===== config.mk =====
export PLATFORM = sky130hd
export DESIGN_NAME = twm_timer
export DESIGN_NICKNAME = d
export VERILOG_FILES = /design/src/include/twm_pkg.sv /design/src/hw/twm_timer.sv
export SDC_FILE = /design/constraint.sdc
export NUM_CORES = 1
export LEC_CHECK = 0
export BUFFER_PORTS_ARGS = -buffer_cell sky130_fd_sc_hd__buf_2
export CAP_MARGIN = 15
export CORE_MARGIN = 2
export CORE_UTILIZATION = 30
export DETAILED_ROUTE_END_ITERATION = 12
export SETUP_SLACK_MARGIN = 0.15
export SLEW_MARGIN = 20
export SYNTH_ARGS = -nofsm -noshare
export SYNTH_HDL_FRONTEND = slang
export SYNTH_SLANG_ARGS = --single-unit

===== constraint.sdc =====
create_clock -name clock -period 6.1 [get_ports clock]
set_input_delay 0.61 -clock clock [delete_from_list [all_inputs] [get_ports clock]]
set_output_delay 0.61 -clock clock [all_outputs]
set_load 0.01 [all_outputs]

===== src/include/twm_pkg.sv =====
/*
  twm_pkg: constants, register map, bus carriers and state type of the
  8-bit timer waveform generator.
  Assumes: AXI4-Lite with 32-bit data, byte addresses, one word per register.
*/
package twm_pkg;
  localparam int ADDR_W = 8;
  localparam int DATA_W = 32;
  // register byte offsets
  localparam logic [ADDR_W-1:0] ADDR_CTRL  = 8'h00;
  localparam logic [ADDR_W-1:0] ADDR_CMPA  = 8'h04;
  localparam logic [ADDR_W-1:0] ADDR_CMPB  = 8'h08;
  localparam logic [ADDR_W-1:0] ADDR_COUNT = 8'h0C;
  localparam logic [ADDR_W-1:0] ADDR_FLAGS = 8'h10;
  localparam logic [ADDR_W-1:0] ADDR_PRESC = 8'h14;
  // control field positions
  localparam int CTRL_MODE_LSB = 0;
  localparam int CTRL_RUN      = 3;
  localparam int CTRL_ACTB_LSB = 4;
  localparam int CTRL_ACTA_LSB = 6;
  localparam int CTRL_DIRA     = 8;
  localparam int CTRL_DIRB     = 9;
  // flag positions
  localparam int FLAG_OVF  = 0;
  localparam int FLAG_CMPA = 1;
  localparam int FLAG_CMPB = 2;
  // waveform mode codes
  localparam logic [2:0] MODE_NORMAL    = 3'h0;
  localparam logic [2:0] MODE_PHASE_MAX = 3'h1;
  localparam logic [2:0] MODE_CTC       = 3'h2;
  localparam logic [2:0] MODE_FAST_MAX  = 3'h3;
  localparam logic [2:0] MODE_PHASE_CMP = 3'h5;
  localparam logic [2:0] MODE_FAST_CMP  = 3'h7;
  localparam int         MODE_HIGH_BIT  = 2;
  // output action codes
  localparam logic [1:0] ACT_OFF    = 2'h0;
  localparam logic [1:0] ACT_TOGGLE = 2'h1;
  localparam logic [1:0] ACT_CLEAR  = 2'h2;
  localparam logic [1:0] ACT_SET    = 2'h3;
  // counter extremes and reset values
  localparam logic [7:0] COUNT_MAX    = 8'hFF;
  localparam logic [7:0] COUNT_BOTTOM = 8'h00;
  localparam logic [7:0] COUNT_ONE    = 8'h01;
  localparam logic [7:0] PRESC_RESET  = 8'h00;
  localparam logic [1:0] RESP_OKAY    = 2'h0;
  localparam logic [1:0] RESP_SLVERR  = 2'h2;

  typedef struct packed {
    logic              awvalid;
    logic [ADDR_W-1:0] awaddr;
    logic              wvalid;
    logic [DATA_W-1:0] wdata;
    logic [3:0]        wstrb;
    logic              bready;
    logic              arvalid;
    logic [ADDR_W-1:0] araddr;
    logic              rready;
  } twm_axi_req_t;

  typedef struct packed {
    logic              awready;
    logic              wready;
    logic              bvalid;
    logic [1:0]        bresp;
    logic              arready;
    logic              rvalid;
    logic [DATA_W-1:0] rdata;
    logic [1:0]        rresp;
  } twm_axi_rsp_t;

  typedef struct packed {
    logic [7:0]        count;
    logic              up;
    logic [7:0]        cmp_a_buf;
    logic [7:0]        cmp_b_buf;
    logic [7:0]        cmp_a;
    logic [7:0]        cmp_b;
    logic [2:0]        mode;
    logic [1:0]        act_a;
    logic [1:0]        act_b;
    logic              run;
    logic              dir_a;
    logic              dir_b;
    logic [7:0]        presc;
    logic [7:0]        div;
    logic              block;
    logic              ovf;
    logic              flag_a;
    logic              flag_b;
    logic              wave_a;
    logic              wave_b;
    logic              bvalid;
    logic [1:0]        bresp;
    logic              rvalid;
    logic [1:0]        rresp;
    logic [DATA_W-1:0] rdata;
  } twm_state_t;
endpackage


===== src/hw/twm_timer.sv =====
/*
  twm_timer: 8-bit timer with clear-on-match, fast PWM and phase-correct
  PWM waveform modes, two compare outputs, AXI4-Lite register slave.
  Assumes: single clock, bus master per AXI4-Lite, pin direction bits set
  by software before the pins are expected to show the waveform.
*/
// The implementer's own choices: the address map and the AXI4-Lite register port.
// Behaviour
// - mode 2 clears count at compare A
// - unbuffered compare A may be missed, wraps
// - compare A flag at top in mode 2
// - action 1 toggles output A in mode 2
// - overflow when count passes max to zero
// - fast PWM counts up, top max or A
// - fast PWM clears at tick after top
// - fast PWM clear/set on match, bottom
// - fast PWM overflow at top
// - fast PWM toggle A only, high bit
// - fast PWM extremes: spike or constant
// - fast PWM compares buffered, toggle too
// - phase PWM counts up then down
// - phase PWM holds top one tick
// - phase PWM up/down match actions
// - phase PWM overflow at bottom
// - phase PWM toggle A only, high bit
// - phase PWM extremes give constant levels
// - leaving max keeps bottom symmetry; the code holds the down-match level at that top (old max compare)
// - missed up-match still switches output
// - buffered in PWM, direct otherwise
// - action zero leaves output unchanged
// - match sets compare flag next tick
// - output registers reset to zero
`timescale 1ns/1ps
module twm_timer (
  // clock and reset
  input  wire logic                  clock,
  input  wire logic                  rst_n,
  // register bus
  input  wire twm_pkg::twm_axi_req_t axi_req,
  output twm_pkg::twm_axi_rsp_t      axi_rsp,
  // waveform outputs
  output logic                       wave_out_a,
  output logic                       wave_out_b,
  output logic                       wave_out_a_pin,
  output logic                       wave_out_a_pin_oe,
  output logic                       wave_out_b_pin,
  output logic                       wave_out_b_pin_oe,
  // event flags
  output logic                       overflow_flag,
  output logic                       compare_a_flag
);
  import twm_pkg::*;

  twm_state_t st;
  twm_state_t next_st;

  logic       tick;
  logic       is_fast;
  logic       is_phase;
  logic       is_pwm;
  logic [7:0] top;
  logic       at_top;
  logic       match_a;
  logic       match_b;
  logic       wr_go;
  logic       rd_go;
  logic       wr_hit;
  logic       rd_hit;
  logic [DATA_W-1:0] rd_word;
  logic       conn_a;
  logic       conn_b;

  // next level of one compare output
  function automatic logic wave_next(
    input logic       cur,
    input logic [1:0] act,
    input logic       is_a,
    input logic       hit,
    input logic [7:0] cmp,
    input logic [2:0] mode,
    input logic [7:0] count,
    input logic       up,
    input logic [7:0] top_v,
    input logic       tk
  );
    logic res;
    logic up_res;
    logic dn_res;
    res    = cur;
    up_res = act[0];
    dn_res = ~act[0];
    if (act == ACT_OFF) begin
      res = cur;
    end else if (mode == MODE_FAST_MAX || mode == MODE_FAST_CMP) begin
      if (act == ACT_TOGGLE) begin
        if (is_a && mode[MODE_HIGH_BIT] && hit)
          res = ~cur;
      end else begin
        // match at top ignored: only the bottom action remains
        if (hit && cmp != top_v)
          res = act[0];
        if (tk && count == top_v)
          res = ~act[0];
      end
    end else if (mode == MODE_PHASE_MAX || mode == MODE_PHASE_CMP) begin
      if (act == ACT_TOGGLE) begin
        if (is_a && mode[MODE_HIGH_BIT] && hit)
          res = ~cur;
      end else if (tk) begin
        if (count == top_v && cmp == top_v)
          res = dn_res;
        else if (count == COUNT_BOTTOM)
          // restore the level the up slope starts from
          res = (cmp == COUNT_BOTTOM) ? up_res : dn_res;
        else if (up && count >= cmp && cmp != top_v)
          res = up_res;
        else if (!up && hit)
          res = dn_res;
      end
    end else if (hit) begin
      case (act)
        ACT_TOGGLE: res = ~cur;
        ACT_CLEAR:  res = 1'b0;
        ACT_SET:    res = 1'b1;
        default:    res = cur;
      endcase
    end
    return res;
  endfunction

  // mode decode and timer clock enable
  always_comb begin
    is_fast  = (st.mode == MODE_FAST_MAX) || (st.mode == MODE_FAST_CMP);
    is_phase = (st.mode == MODE_PHASE_MAX) || (st.mode == MODE_PHASE_CMP);
    is_pwm   = is_fast || is_phase;
    top      = (st.mode == MODE_CTC || st.mode == MODE_PHASE_CMP ||
                st.mode == MODE_FAST_CMP) ? st.cmp_a : COUNT_MAX;
    tick     = st.run && (st.div == st.presc);
    at_top   = (st.count == top);
    // a count write masks matches for one tick
    match_a  = tick && !st.block && (st.count == st.cmp_a);
    match_b  = tick && !st.block && (st.count == st.cmp_b);
  end

  // bus decode
  always_comb begin
    wr_go  = axi_req.awvalid && axi_req.wvalid && !st.bvalid;
    rd_go  = axi_req.arvalid && !st.rvalid;
    wr_hit = (axi_req.awaddr == ADDR_CTRL) || (axi_req.awaddr == ADDR_CMPA) ||
             (axi_req.awaddr == ADDR_CMPB) || (axi_req.awaddr == ADDR_COUNT) ||
             (axi_req.awaddr == ADDR_FLAGS) || (axi_req.awaddr == ADDR_PRESC);
    rd_hit = 1'b1;
    rd_word = '0;
    case (axi_req.araddr)
      ADDR_CTRL: begin
        rd_word[CTRL_MODE_LSB +: 3] = st.mode;
        rd_word[CTRL_RUN]           = st.run;
        rd_word[CTRL_ACTB_LSB +: 2] = st.act_b;
        rd_word[CTRL_ACTA_LSB +: 2] = st.act_a;
        rd_word[CTRL_DIRA]          = st.dir_a;
        rd_word[CTRL_DIRB]          = st.dir_b;
      end
      ADDR_CMPA:  rd_word[7:0] = st.cmp_a_buf;
      ADDR_CMPB:  rd_word[7:0] = st.cmp_b_buf;
      ADDR_COUNT: rd_word[7:0] = st.count;
      ADDR_FLAGS: begin
        rd_word[FLAG_OVF]  = st.ovf;
        rd_word[FLAG_CMPA] = st.flag_a;
        rd_word[FLAG_CMPB] = st.flag_b;
      end
      ADDR_PRESC: rd_word[7:0] = st.presc;
      default:    rd_hit = 1'b0;
    endcase
  end

  // next state
  always_comb begin
    next_st = st;
    // timer clock enable divider
    if (!st.run || tick)
      next_st.div = PRESC_RESET;
    else
      next_st.div = st.div + COUNT_ONE;
    if (tick) begin
      next_st.block = 1'b0;
      case (st.mode)
        MODE_CTC: begin
          // compare A unbuffered: a missed match runs on to max and wraps
          next_st.count = at_top ? COUNT_BOTTOM : st.count + COUNT_ONE;
        end
        MODE_FAST_MAX, MODE_FAST_CMP: begin
          if (at_top) begin
            next_st.count = COUNT_BOTTOM;
            next_st.cmp_a = st.cmp_a_buf;
            next_st.cmp_b = st.cmp_b_buf;
          end else begin
            next_st.count = st.count + COUNT_ONE;
          end
        end
        MODE_PHASE_MAX, MODE_PHASE_CMP: begin
          if (st.up) begin
            if (at_top) begin
              // top held for exactly this tick
              next_st.up    = (top == COUNT_BOTTOM);
              next_st.count = (top == COUNT_BOTTOM) ? st.count
                                                    : st.count - COUNT_ONE;
              next_st.cmp_a = st.cmp_a_buf;
              next_st.cmp_b = st.cmp_b_buf;
            end else begin
              next_st.count = st.count + COUNT_ONE;
            end
          end else if (st.count == COUNT_BOTTOM) begin
            next_st.up    = 1'b1;
            next_st.count = at_top ? st.count : st.count + COUNT_ONE;
          end else begin
            next_st.count = st.count - COUNT_ONE;
          end
        end
        default: next_st.count = st.count + COUNT_ONE;
      endcase
      next_st.wave_a = wave_next(st.wave_a, st.act_a, 1'b1, match_a, st.cmp_a,
                                 st.mode, st.count, st.up, top, tick);
      next_st.wave_b = wave_next(st.wave_b, st.act_b, 1'b0, match_b, st.cmp_b,
                                 st.mode, st.count, st.up, top, tick);
    end
    // register writes
    if (wr_go) begin
      next_st.bvalid = 1'b1;
      next_st.bresp  = wr_hit ? RESP_OKAY : RESP_SLVERR;
      case (axi_req.awaddr)
        ADDR_CTRL: begin
          if (axi_req.wstrb[0]) begin
            next_st.mode  = axi_req.wdata[CTRL_MODE_LSB +: 3];
            next_st.run   = axi_req.wdata[CTRL_RUN];
            next_st.act_b = axi_req.wdata[CTRL_ACTB_LSB +: 2];
            next_st.act_a = axi_req.wdata[CTRL_ACTA_LSB +: 2];
          end
          if (axi_req.wstrb[1]) begin
            next_st.dir_a = axi_req.wdata[CTRL_DIRA];
            next_st.dir_b = axi_req.wdata[CTRL_DIRB];
          end
        end
        ADDR_CMPA: if (axi_req.wstrb[0]) begin
          next_st.cmp_a_buf = axi_req.wdata[7:0];
          if (!is_pwm)
            next_st.cmp_a = axi_req.wdata[7:0];
        end
        ADDR_CMPB: if (axi_req.wstrb[0]) begin
          next_st.cmp_b_buf = axi_req.wdata[7:0];
          if (!is_pwm)
            next_st.cmp_b = axi_req.wdata[7:0];
        end
        ADDR_COUNT: if (axi_req.wstrb[0]) begin
          next_st.count = axi_req.wdata[7:0];
          next_st.block = 1'b1;
        end
        ADDR_PRESC: if (axi_req.wstrb[0])
          next_st.presc = axi_req.wdata[7:0];
        default: ;
      endcase
    end else if (st.bvalid && axi_req.bready) begin
      next_st.bvalid = 1'b0;
    end
    // flags: write one clears, a set in the same cycle wins
    next_st.ovf    = st.ovf;
    next_st.flag_a = st.flag_a;
    next_st.flag_b = st.flag_b;
    if (wr_go && axi_req.awaddr == ADDR_FLAGS && axi_req.wstrb[0]) begin
      if (axi_req.wdata[FLAG_OVF])
        next_st.ovf = 1'b0;
      if (axi_req.wdata[FLAG_CMPA])
        next_st.flag_a = 1'b0;
      if (axi_req.wdata[FLAG_CMPB])
        next_st.flag_b = 1'b0;
    end
    if (tick) begin
      if (is_fast && at_top)
        next_st.ovf = 1'b1;
      else if (is_phase && !st.up && st.count == COUNT_ONE)
        next_st.ovf = 1'b1;
      else if (!is_pwm && st.count == COUNT_MAX)
        next_st.ovf = 1'b1;
    end
    if (match_a)
      next_st.flag_a = 1'b1;
    if (match_b)
      next_st.flag_b = 1'b1;
    // reads
    if (rd_go) begin
      next_st.rvalid = 1'b1;
      next_st.rdata  = rd_word;
      next_st.rresp  = rd_hit ? RESP_OKAY : RESP_SLVERR;
    end else if (st.rvalid && axi_req.rready) begin
      next_st.rvalid = 1'b0;
    end
  end

  always_ff @(posedge clock or negedge rst_n) begin
    if (!rst_n) begin
      st       <= '0;
      st.up    <= 1'b1;
      st.presc <= PRESC_RESET;
    end else begin
      st <= next_st;
    end
  end

  // outputs
  always_comb begin
    // toggle code without the high bit, and on B in PWM, means disconnected
    conn_a = (st.act_a != ACT_OFF) &&
             !(is_pwm && st.act_a == ACT_TOGGLE && !st.mode[MODE_HIGH_BIT]);
    conn_b = (st.act_b != ACT_OFF) && !(is_pwm && st.act_b == ACT_TOGGLE);
    axi_rsp.awready   = wr_go;
    axi_rsp.wready    = wr_go;
    axi_rsp.bvalid    = st.bvalid;
    axi_rsp.bresp     = st.bresp;
    axi_rsp.arready   = rd_go;
    axi_rsp.rvalid    = st.rvalid;
    axi_rsp.rdata     = st.rdata;
    axi_rsp.rresp     = st.rresp;
    wave_out_a        = st.wave_a;
    wave_out_b        = st.wave_b;
    wave_out_a_pin    = conn_a && st.wave_a;
    wave_out_b_pin    = conn_b && st.wave_b;
    wave_out_a_pin_oe = st.dir_a;
    wave_out_b_pin_oe = st.dir_b;
    overflow_flag     = st.ovf;
    compare_a_flag    = st.flag_a;
  end
endmodule // twm_timer


==> key figures, run 1 <==
GRT
  – Gr usage total: 0.1724
  – Largest net degree at the start of global routing: 80
  – Met3 Use GR: 0.02986
  – GR Util met1: 0.2489
  – Vias in the first global route: 5,638
  – First-pass GRT wire length: 32.06 mm
  – GR Layer Usage met2: 0.2652
  – Total congestion overflow: 0
  – Initial antenna violation count: 0
  – GRT busiest layer: met2

Clock tree
  – Postcts setup bufs: 0
  – CTS tree: built
  – Clk Latency, worst-skew pair: 360 ps
  – Reg clk slew, reported paths: 80 ps
  – Hold_buf cts: 0
  – Max clock buf depth: 2
  – Root buf cell: clkbuf_16
  – H-tree depth: 3
  – CTS Buf Count: 9
  – Clk sinks: 87
  – Post_cts resized: 0

Pwr
  – Clk network pwr share: 0.337
  – Seq pwr share: 0.405
  – Pleak: 0.003013 µW
  – Final total power: 1662 µW
  – Pwr dens: 231.5 nW/µm²
  – Internal power: 1048 µW
  – Worst IR Drop VDD: 219.0 µV
  – P_sw: 613.3 µW
  – Switching share of total power: 0.3691
  – Logic gate share of total power: 0.258

STA
  – Setup_tns: 0 ps
  – Worst-Margin Slew: 849.1 ps
  – Hold Vio Cnt, Final: 0
  – Fin crit share: 0.7118
  – Clock Skews: 12.97 ps
  – Fin. max-slew vios: 0
  – Slew HR: 0.4287
  – Final setup violating endpoints: 0
  – Crit path time final: 4342 ps
  – RSZ-0062 raised after global routing: false
  – Hold slack: 65.72 ps
  – Fmax achieved: 230.3 MHz

Synthesis
  – EDFF count, synth: 0
  – Synthesized area per cell: 8.460 µm²
  – Share of the synthesized area in the top cell type: 0.3245
  – Post-synthesis register bit count: between 80 and 90
  – Fraction of registers with async set/reset: 1.000
  – Synthesized cell area: 6633 µm²
  – Register area share after synthesis: 0.3284
  – Synth top area cells: dfrtp_1, mux2_2, buf_4
  – Cell count after synthesis: 784
  – Post-synthesis cell type count: between 70 and 80
  – Yosys warns: 0
  – Dominant register cell in the synthesized netlist: dfrtp_1
  – Yosys top cell by area: dfrtp_1

Cells and area
  – Finished Core Util: 0.3299
  – Layout Nets: roughly 870
  – Multi-input logic area: between 3000 and 4000 µm²
  – P&R area growth vs syn: 8.206%
  – Register area: roughly 2200 µm²
  – Fillers: roughly 2,300
  – Layout cells sized above 1: 0.1593
  – Antenna diodes: 0

Route
  – Vias/cell: 5.564
  – Initial drt markers: 583
  – DRC: 0
  – DR pass1 iterations: 6
  – Vias: 5,992
  – DR WL/cell: 18.48 µm
  – Total Wirelength: 19.90 mm
  – Post-DRT Antenna Nets: 0

Floorplan
  – Initial Util: 0.3049
  – I/O pins: 108
  – Die H: between 150 and 200 µm
  – Die area: 23,310 µm²
  – Number of core rows: 54
  – Die X-Extent: 152.7 µm
  – Core area: 21,760 µm²

Critical path
  – Critical path capture point type: flip-flop
  – Worst EP required: 6380 ps
  – CP max-delay cell: dfrtp_1
  – Crit-path cells: nor3b_4, or2_1, a32o_1, nand3_4, nor2_4, inv_2, ha_1, or4_1, o21ai_0, o311ai_0, a31oi_1
  – Critical Path AT: 4620 ps
  – Kind of critical path: flip-flop to flip-flop
  – Largest stage delay on the critical path: between 700 and 800 ps
  – Worst Setup Start Kind: flip-flop
  – Crit path max fanout: 29

Job
  – Max-Cap Viols: 0

Placement
  – DP Wirelength: 14.54 mm
  – IO buf count: 59
  – Final GP Congestion: 0.9206

Min path
  – Tightest Hold Check Type: input pin to asynchronous set/reset pin

Run status
  – Outcome: finished, final reports clean
## per-stage QoR
| stage | worst slack (ps) | instances | instance area, µm² |
|---|---|---|---|
| floorplan | 2969 | 807 | 6719 |
| global placement | 1893 | 1061 | 6875 |
| detailed placement | 1905 | 1061 | 6875 |
| CTS | 1851 | 1077 | 7171 |
| global route | 1466 | 1077 | 7177 |
| finish | 1758 | 1077 | 7177 |
## worst max-delay path: cells and delay by family (launching register included)
kind                     cells  cell delay, ps
AND/OR/NAND/NOR              5            2050
adder cells (fa/ha/maj)      1             380
buffers and inverters        1             430
flip-flops                   1             720
AO/OA/AOI/OAI                4             660
## metal layers
layer	routed length (µm)	part of all wire	vias up
li1	-	-	2820
met1	9134	0.46	2888
met2	8978	0.45	256
met3	1414	0.071	28
met4	372	0.019	0
met5	0	0	-
## kinds of logic after synthesis
family          share of synthesized area
simple gates                       0.2051
compound gates                     0.2102
buf+inv                           0.09790
flops                              0.3284
mux                               0.07602
xor+xnor                          0.04226
fa+ha+maj                         0.03961
other cells                     0.0005654
## placed cells by master, fill, tap and decap left out, types with 4 or more instances in the layout
cell | synthesis | layout
a22oi_1 | 5 | 5
o22a_1 | 6 | 6
conb_1 | 1 | 24
o21ai_0 | 42 | 42
nor2_1 | 62 | 61
nand2_1 | 60 | 60
a21oi_1 | 50 | 50
a21o_1 | 18 | 18
mux2i_1 | 11 | 11
or3_1 | 4 | 4
a311oi_1 | 4 | 4
and2_1 | 4 | 4
o211ai_1 | 7 | 7
ha_1 | 21 | 21
mux2_2 | 35 | 35
xnor2_1 | 15 | 15
dfrtp_1 | 86 | 86
inv_1 | 34 | 34
a211oi_1 | 10 | 10
nand3_1 | 24 | 24
nor2b_1 | 4 | 4
and3_1 | 14 | 14
a31oi_1 | 12 | 12
o31ai_1 | 5 | 5
nand4_1 | 10 | 10
nor4_1 | 14 | 14
xor2_1 | 17 | 17
o21a_1 | 4 | 4
buf_2 | 8 | 58
nor3_1 | 45 | 45
clkbuf_16 | 0 | 9
o22ai_1 | 7 | 7
## sequential cells by signal, indices dropped and copies added (netlist names)
| signal | cells |
|---|---|
| overflow_flag | 1 |
| compare_a_flag | 1 |
| st | 67 |
| wave_out_b_pin_oe | 1 |
| wave_out_a_pin_oe | 1 |
| axi_rsp | 14 |
| wave_out_a | 1 |
| wave_out_b | 1 |
## final cells by class
| cell class | count | share of cell area |
|---|---|---|
| flip-flops and latches | 87 | 0.3035 |
| clock inverters | 7 | 0.009763 |
| inverters | 36 | 0.01883 |
| clock buffers | 9 | 0.03138 |
| multi-input cells | 596 | 0.5425 |
| repair buffers | 62 | 0.04515 |
| well taps | 280 | 0.04881 |
## final timing paths
path,end,cells past startpoint,slack (ps),startpoint
max,st[103],11,1760,st[68]
min,wave_out_a,1,70,rst_n
max reg2reg,st[103],11,1760,st[68]
min reg2reg,axi_rsp[3],2,470,axi_rsp[3]
max in group asynchronous,st[80],2,5090,rst_n
min in group clock,axi_rsp[34],2,430,axi_req[0]
## synth_stat cells, types with 4 or more instances
library cell / number
a211oi_1: 10
a21o_1: 18
a21oi_1: 50
a22oi_1: 5
a311oi_1: 4
a31oi_1: 12
and2_1: 4
and3_1: 14
buf_2: 8
buf_4: 42
clkbuf_1: 33
dfrtp_1: 86
ha_1: 21
inv_1: 34
mux2_2: 35
mux2i_1: 11
nand2_1: 60
nand3_1: 24
nand4_1: 10
nor2_1: 62
nor2b_1: 4
nor3_1: 45
nor4_1: 14
o211ai_1: 7
o21a_1: 4
o21ai_0: 42
o22a_1: 6
o22ai_1: 7
o31ai_1: 5
or3_1: 4
xnor2_1: 15
xor2_1: 17
## power groups by stage
stage,logic (µW),registers (µW),clock network [µW]
floorplan,368,630,0
global placement,416,682,0
detailed placement,420,681,0
CTS,422,670,571
global route,486,677,596
finish,430,673,559
Power figures use the tool's default switching activity.
==> run 2, diff against run 1 <==
Clock period 6.1 ns to 4.28 ns, I/O delays scaled along.
==> run 2 against run 1 <==
Effect of this change:
- flip-flop and latch count stayed put
- critical path type unchanged
- via count rose by 0.30%
- combinational power grew 63%
- highest routed layer unchanged
- non-clock buffer count increased by 12
- cell count up 1.1%
- sequential power up 35%
- critical path depth stayed put
==> key figures, run 2 (synthesis gave the netlist of run 1 again) <==
Critical path
  – Worst Setup EP: st[103]
  – Critical Path AT: 3940 ps
  – Worst r2r path cells: 11
  – Kind of critical path: flip-flop to flip-flop
  – Reg2reg end: st[103]
  – Worst setup startpoint: st[69]
  – Worst Setup Start Kind: flip-flop
  – Critical R2R Launch: st[69]
  – Worst EP required: approximately 4600 ps
  – Critical path capture point type: flip-flop
  – FF-to-FF setup slack: ~620 ps
  – Crit path max fanout: 26

Cells and area
  – Final instance area: 7264 µm²
  – Commonest cells after routing, fill and taps aside: dfrtp_1, nor2_1, nand2_1, buf_2, a21oi_1
  – Antenna diodes: 0
  – Multi-input logic area: 3891 µm²
  – Most flops, register: st
  – Max FFs per register: 67
  – Commonest non-fill, non-tap cell in the layout: dfrtp_1
  – Layout cells sized above 1: 0.1706
  – Fillers: 2,277
  – Layout Nets: 884
  – P&R area growth vs syn: 9.527%
  – Register area: 2178 µm²

Clock tree
  – Clk Latency, worst-skew pair: 360 ps
  – CTS tree: built
  – Max clock buf depth: 2
  – Clk sinks: 87
  – Postcts setup bufs: 0
  – Hold_buf cts: 0
  – CTS Buf Count: 9
  – H-tree depth: 3
  – Reg clk slew, reported paths: 80 ps
  – Root buf cell: clkbuf_16
  – Post_cts resized: 0

Route
  – DR WL/cell: 18.67 µm
  – Post-DRT Antenna Nets: 0
  – Total Wirelength: 20.33 mm
  – Initial drt markers: 662
  – Vias: approximately 6,000
  – Vias/cell: between 5 and 6
  – DR pass1 iterations: 5
  – DRC: 0

Pwr
  – Logic gate share of total power: 0.292
  – Seq pwr share: 0.376
  – Clk network pwr share: 0.332
  – Internal power: 1524 µW
  – Switching share of total power: 0.3677
  – P_sw: 885.9 µW
  – Pwr dens: 331.7 nW/µm²
  – Pleak: 0.003076 µW
  – Worst IR Drop VDD: about 240 µV

STA
  – Fin. max-slew vios: 0
  – RSZ-0062 raised after global routing: false
  – Setup_tns: 0 ps
  – Hold Vio Cnt, Final: 0
  – Worst-Margin Slew: 833.9 ps
  – Slew HR: 0.4389
  – Fin crit share: 0.8553
  – Fmax achieved: 273.2 MHz
  – Clock Skews: about 11 ps
  – Final setup violating endpoints: 0
  – Crit path time final: between 3000 and 4000 ps

Job
  – Max-Cap Viols: 0

Placement
  – DP Wirelength: 15.02 mm
  – Final GP Congestion: 0.9500
  – Post-placement cell area: 6965 µm²
  – IO buf count: 59

GRT
  – Gr usage total: 0.1742
  – Initial antenna violation count: 0
  – Largest net degree at the start of global routing: 59
  – Vias in the first global route: 5,653
  – First-pass GRT wire length: 32.15 mm
  – GR Layer Usage met2: 0.2712
  – GR Util met1: 0.2396
  – GRT busiest layer: met2
  – Total congestion overflow: 0
  – Met3 Use GR: 0.03982

Min path
  – Tightest Hold Check Type: input pin to asynchronous set/reset pin

Floorplan
  – Die X-Extent: 152.7 µm
  – I/O pins: 108
  – Die area: about 23,000 µm²
  – Initial Util: 0.3049
  – Number of core rows: 54
  – Core area: 21,760 µm²
  – Die H: 152.7 µm

Run status
  – Outcome: finished, final reports clean
run 2: changes by cell type in the layout (fill, tap and decap cells not counted):
cell        before  now
nor2_1          61   62
buf_6            1    0
clkinvlp_4       1    0
clkinv_4         1    2
nor2_2           2    1
buf_4            3   16
inv_8            1    2
inv_6            3    2
run 2: power groups by stage:
| stage | registers [µW] | logic (µW) | clock network (µW) |
|---|---|---|---|
| after floorplan | 898 | 524 | 0 |
| after global placement | 921 | 683 | 0 |
| after detailed placement | 920 | 691 | 0 |
| after CTS | 905 | 693 | 818 |
| after global routing | 911 | 781 | 858 |
| final | 906 | 703 | 801 |
run 2: worst min-delay path by stage:
| stage | start | to | slack [ps] |
|---|---|---|---|
| global route | rst_n | compare_a_flag | 210 |
| detailed placement | axi_rsp[10] | axi_rsp[10] | 470 |
| global placement | st[40] | st[40] | 460 |
| floorplan | rst_n | axi_rsp[10] | 130 |
| CTS | rst_n | st[103] | 180 |
| finish | rst_n | st[69] | 150 |
run 2: per-stage QoR:
step	worst slack, ps	std cells	power (µW)	hold slack (ps)	utilization
floorplan	1149	807	1422	132.4	-
global placement	739.0	1073	1604	458.0	0.3202
detailed placement	731.2	1073	1611	465.6	0.3202
CTS	688.7	1089	2416	179.5	0.3339
global route	352.4	1089	2550	211.2	0.3339
finish	619.5	1089	2410	151.5	0.3339
run 2: layout make-up:
class | instances | area share
inverters | 36 | 0.01860
flip-flops and latches | 87 | 0.2999
clock inverters | 7 | 0.01016
repair buffers | 74 | 0.05649
multi-input cells | 596 | 0.5357
well taps | 280 | 0.04823
clock buffers | 9 | 0.03100
run 2: metal layers:
metal | vias to the layer above | share of wire
met5 | - | 0
met4 | 0 | 0.027
met3 | 40 | 0.077
met2 | 274 | 0.46
met1 | 2851 | 0.44
li1 | 2845 | -
run 2: worst max-delay path: stages (launching register included):
cell and delay (ps):
dfrtp_1 600, and2_1 440, or2_1 340, a32o_1 240
nand3_4 170, nor2_4 550, inv_2 80, ha_1 280
or4_1 450, o21ai_0 80, o311ai_0 130, a31oi_1 190
==> run 3, diff against run 2 <==
Settings changed: CTS_BUF_LIST set to sky130_fd_sc_hd__clkbuf_4 sky130_fd_sc_hd__clkbuf_8.
==> run 3 against run 2 <==
Effect of this change:
- critical path type unchanged
- non-clock buffer count is the same
- cell count did not move
- power down 8.8%
- global-route usage decreased by 0.14 points
- routed wire length is 0.10% higher
- count of clock-buffer cells in the layout stayed put
- design area fell by 1.4%
- critical endpoint unchanged
- utilization fell by 0.47 points
==> key figures, run 3 (synthesis gave the netlist of run 1 again) <==
Pwr
  – Worst IR Drop VDD: ~270 µV
  – Pwr dens: between 300 and 400 nW/µm²
  – Pleak: between 0.003 and 0.004 µW

Floorplan
  – I/O pins: 108
  – Number of core rows: between 50 and 60
  – Die X-Extent: 152.7 µm
  – Core area: 21,760 µm²
  – Die H: 152.7 µm
  – Die area: 23,310 µm²
  – Initial Util: 0.3049

Clock tree
  – H-tree depth: 3
  – Max clock buf depth: 2
  – Root buf cell: clkbuf_8
  – Clk sinks: 87
  – Post_cts resized: 0
  – Reg clk slew, reported paths: approximately 110 ps
  – Hold_buf cts: 0
  – CTS Buf Count: 9
  – Clk Latency, worst-skew pair: between 300 and 400 ps
  – CTS tree: built
  – Postcts setup bufs: 0

Cells and area
  – Finished Core Util: 0.3293
  – Fin cells: 1,089
  – Commonest non-fill, non-tap cell in the layout: dfrtp_1
  – Layout Nets: 884
  – Commonest cells after routing, fill and taps aside: dfrtp_1, nor2_1, nand2_1, buf_2, a21oi_1
  – Final instance area: 7163 µm²
  – Layout cells sized above 1: 0.1706
  – Antenna diodes: 0
  – Most flops, register: st
  – Max FFs per register: 67
  – P&R area growth vs syn: 7.998%

STA
  – Fin crit share: 0.8504
  – Fmax achieved: 274.7 MHz
  – Fin. max-slew vios: 0
  – Hold slack: 115.2 ps
  – Clock Skews: 12.33 ps
  – Setup_tns: 0 ps
  – Crit path time final: 3640 ps
  – Hold Vio Cnt, Final: 0
  – RSZ-0062 raised after global routing: false
  – Worst-Margin Slew: 831.1 ps
  – Slew HR: 0.4408
  – Final setup violating endpoints: 0

Critical path
  – Crit-path cells: and2_1, or2_1, a32o_1, nand3_4, nor2_4, inv_2, ha_1, or4_1, o21ai_0, o311ai_0, a31oi_1
  – CP max-delay cell: dfrtp_1
  – Largest stage delay on the critical path: 610 ps
  – Worst Setup Start Kind: flip-flop
  – Critical path capture point type: flip-flop
  – Worst EP required: 4590 ps
  – Kind of critical path: flip-flop to flip-flop
  – Crit path max fanout: 26
  – Critical Path AT: around 4000 ps

GRT
  – Initial antenna violation count: 0
  – First-pass GRT wire length: 32.06 mm
  – Gr usage total: 0.1729
  – Total congestion overflow: 0
  – Largest net degree at the start of global routing: 59
  – Vias in the first global route: around 5,700

Placement
  – IO buf count: 59
  – Final GP Congestion: 0.9500
  – DP Wirelength: 15.02 mm
  – Post-placement cell area: 6965 µm²
  – Dpl cells: between 1,000 and 1,500

Route
  – DR WL/cell: 18.69 µm
  – Post-DRT Antenna Nets: 0
  – DRC: 0
  – Initial drt markers: around 570
  – Vias: 5,960
  – Total Wirelength: roughly 20 mm
  – Vias/cell: 5.473
  – DR pass1 iterations: 5

Min path
  – Tightest Hold Check Type: input pin to asynchronous set/reset pin

Run status
  – Outcome: finished, final reports clean

Job
  – Max-Cap Viols: 0
==> run 3: cell counts in the layout (fill, tap and decap cells not counted) <==
Identical to the previous run, type by type.
==> run 3: where the power goes <==
part | switching (µW) | total, µW | leakage [µW] | internal (µW)
clock network | 359 | 589 | 0.000101 | 230
registers | 51.7 | 906 | 0.00115 | 855
logic | 448 | 703 | 0.00178 | 255
total | 858 | 2200 | 0.00303 | 1340
==> run 3: path summary, 6_finish.rpt <==
kind / slack [ps] / end / cells after the start / from
min in group clock: 210 / axi_rsp[34] / 2 / axi_req[0]
hold reg to reg: 480 / axi_rsp[4] / 2 / axi_rsp[4]
max in group asynchronous: 3270 / st[90] / 2 / rst_n
hold / removal: 120 / wave_out_a / 1 / rst_n
setup / recovery: 640 / st[103] / 11 / st[69]
setup reg to reg: 640 / st[103] / 11 / st[69]
==> run 3: cell type report <==
type	count	area, µm²
fill	2283	14590
multi-input combinational	596	3891
sequential	87	2178
timing repair buffer	74	410.4
tap	280	350.3
inverter	36	135.1
clock buffer	9	123.9
clock inverter	7	73.82
==> run 3: worst max-delay path: cells and delay by family, from the launching register on <==
kind,cells,cell delay (ps)
AOI/OAI and AO/OA,4,630
adders and majority gates,1,280
buffers and inverters,1,80
DFF,1,610
and+or+nand+nor,5,1920
==> run 3: stage by stage <==
step	worst slack, ps	power (µW)
after floorplan	1149	1422
after global placement	739.0	1604
after detailed placement	731.2	1611
after CTS	682.2	2201
after global routing	344.7	2333
final	640.1	2199
==> run 3: metal layers <==
layer	share of wire	vias up	track usage
met3	0.076	35	0.03925
met4	0.025	0	0.05556
met1	0.44	2814	0.2357
met2	0.46	272	0.2720
li1	-	2839	-
met5	0	-	0
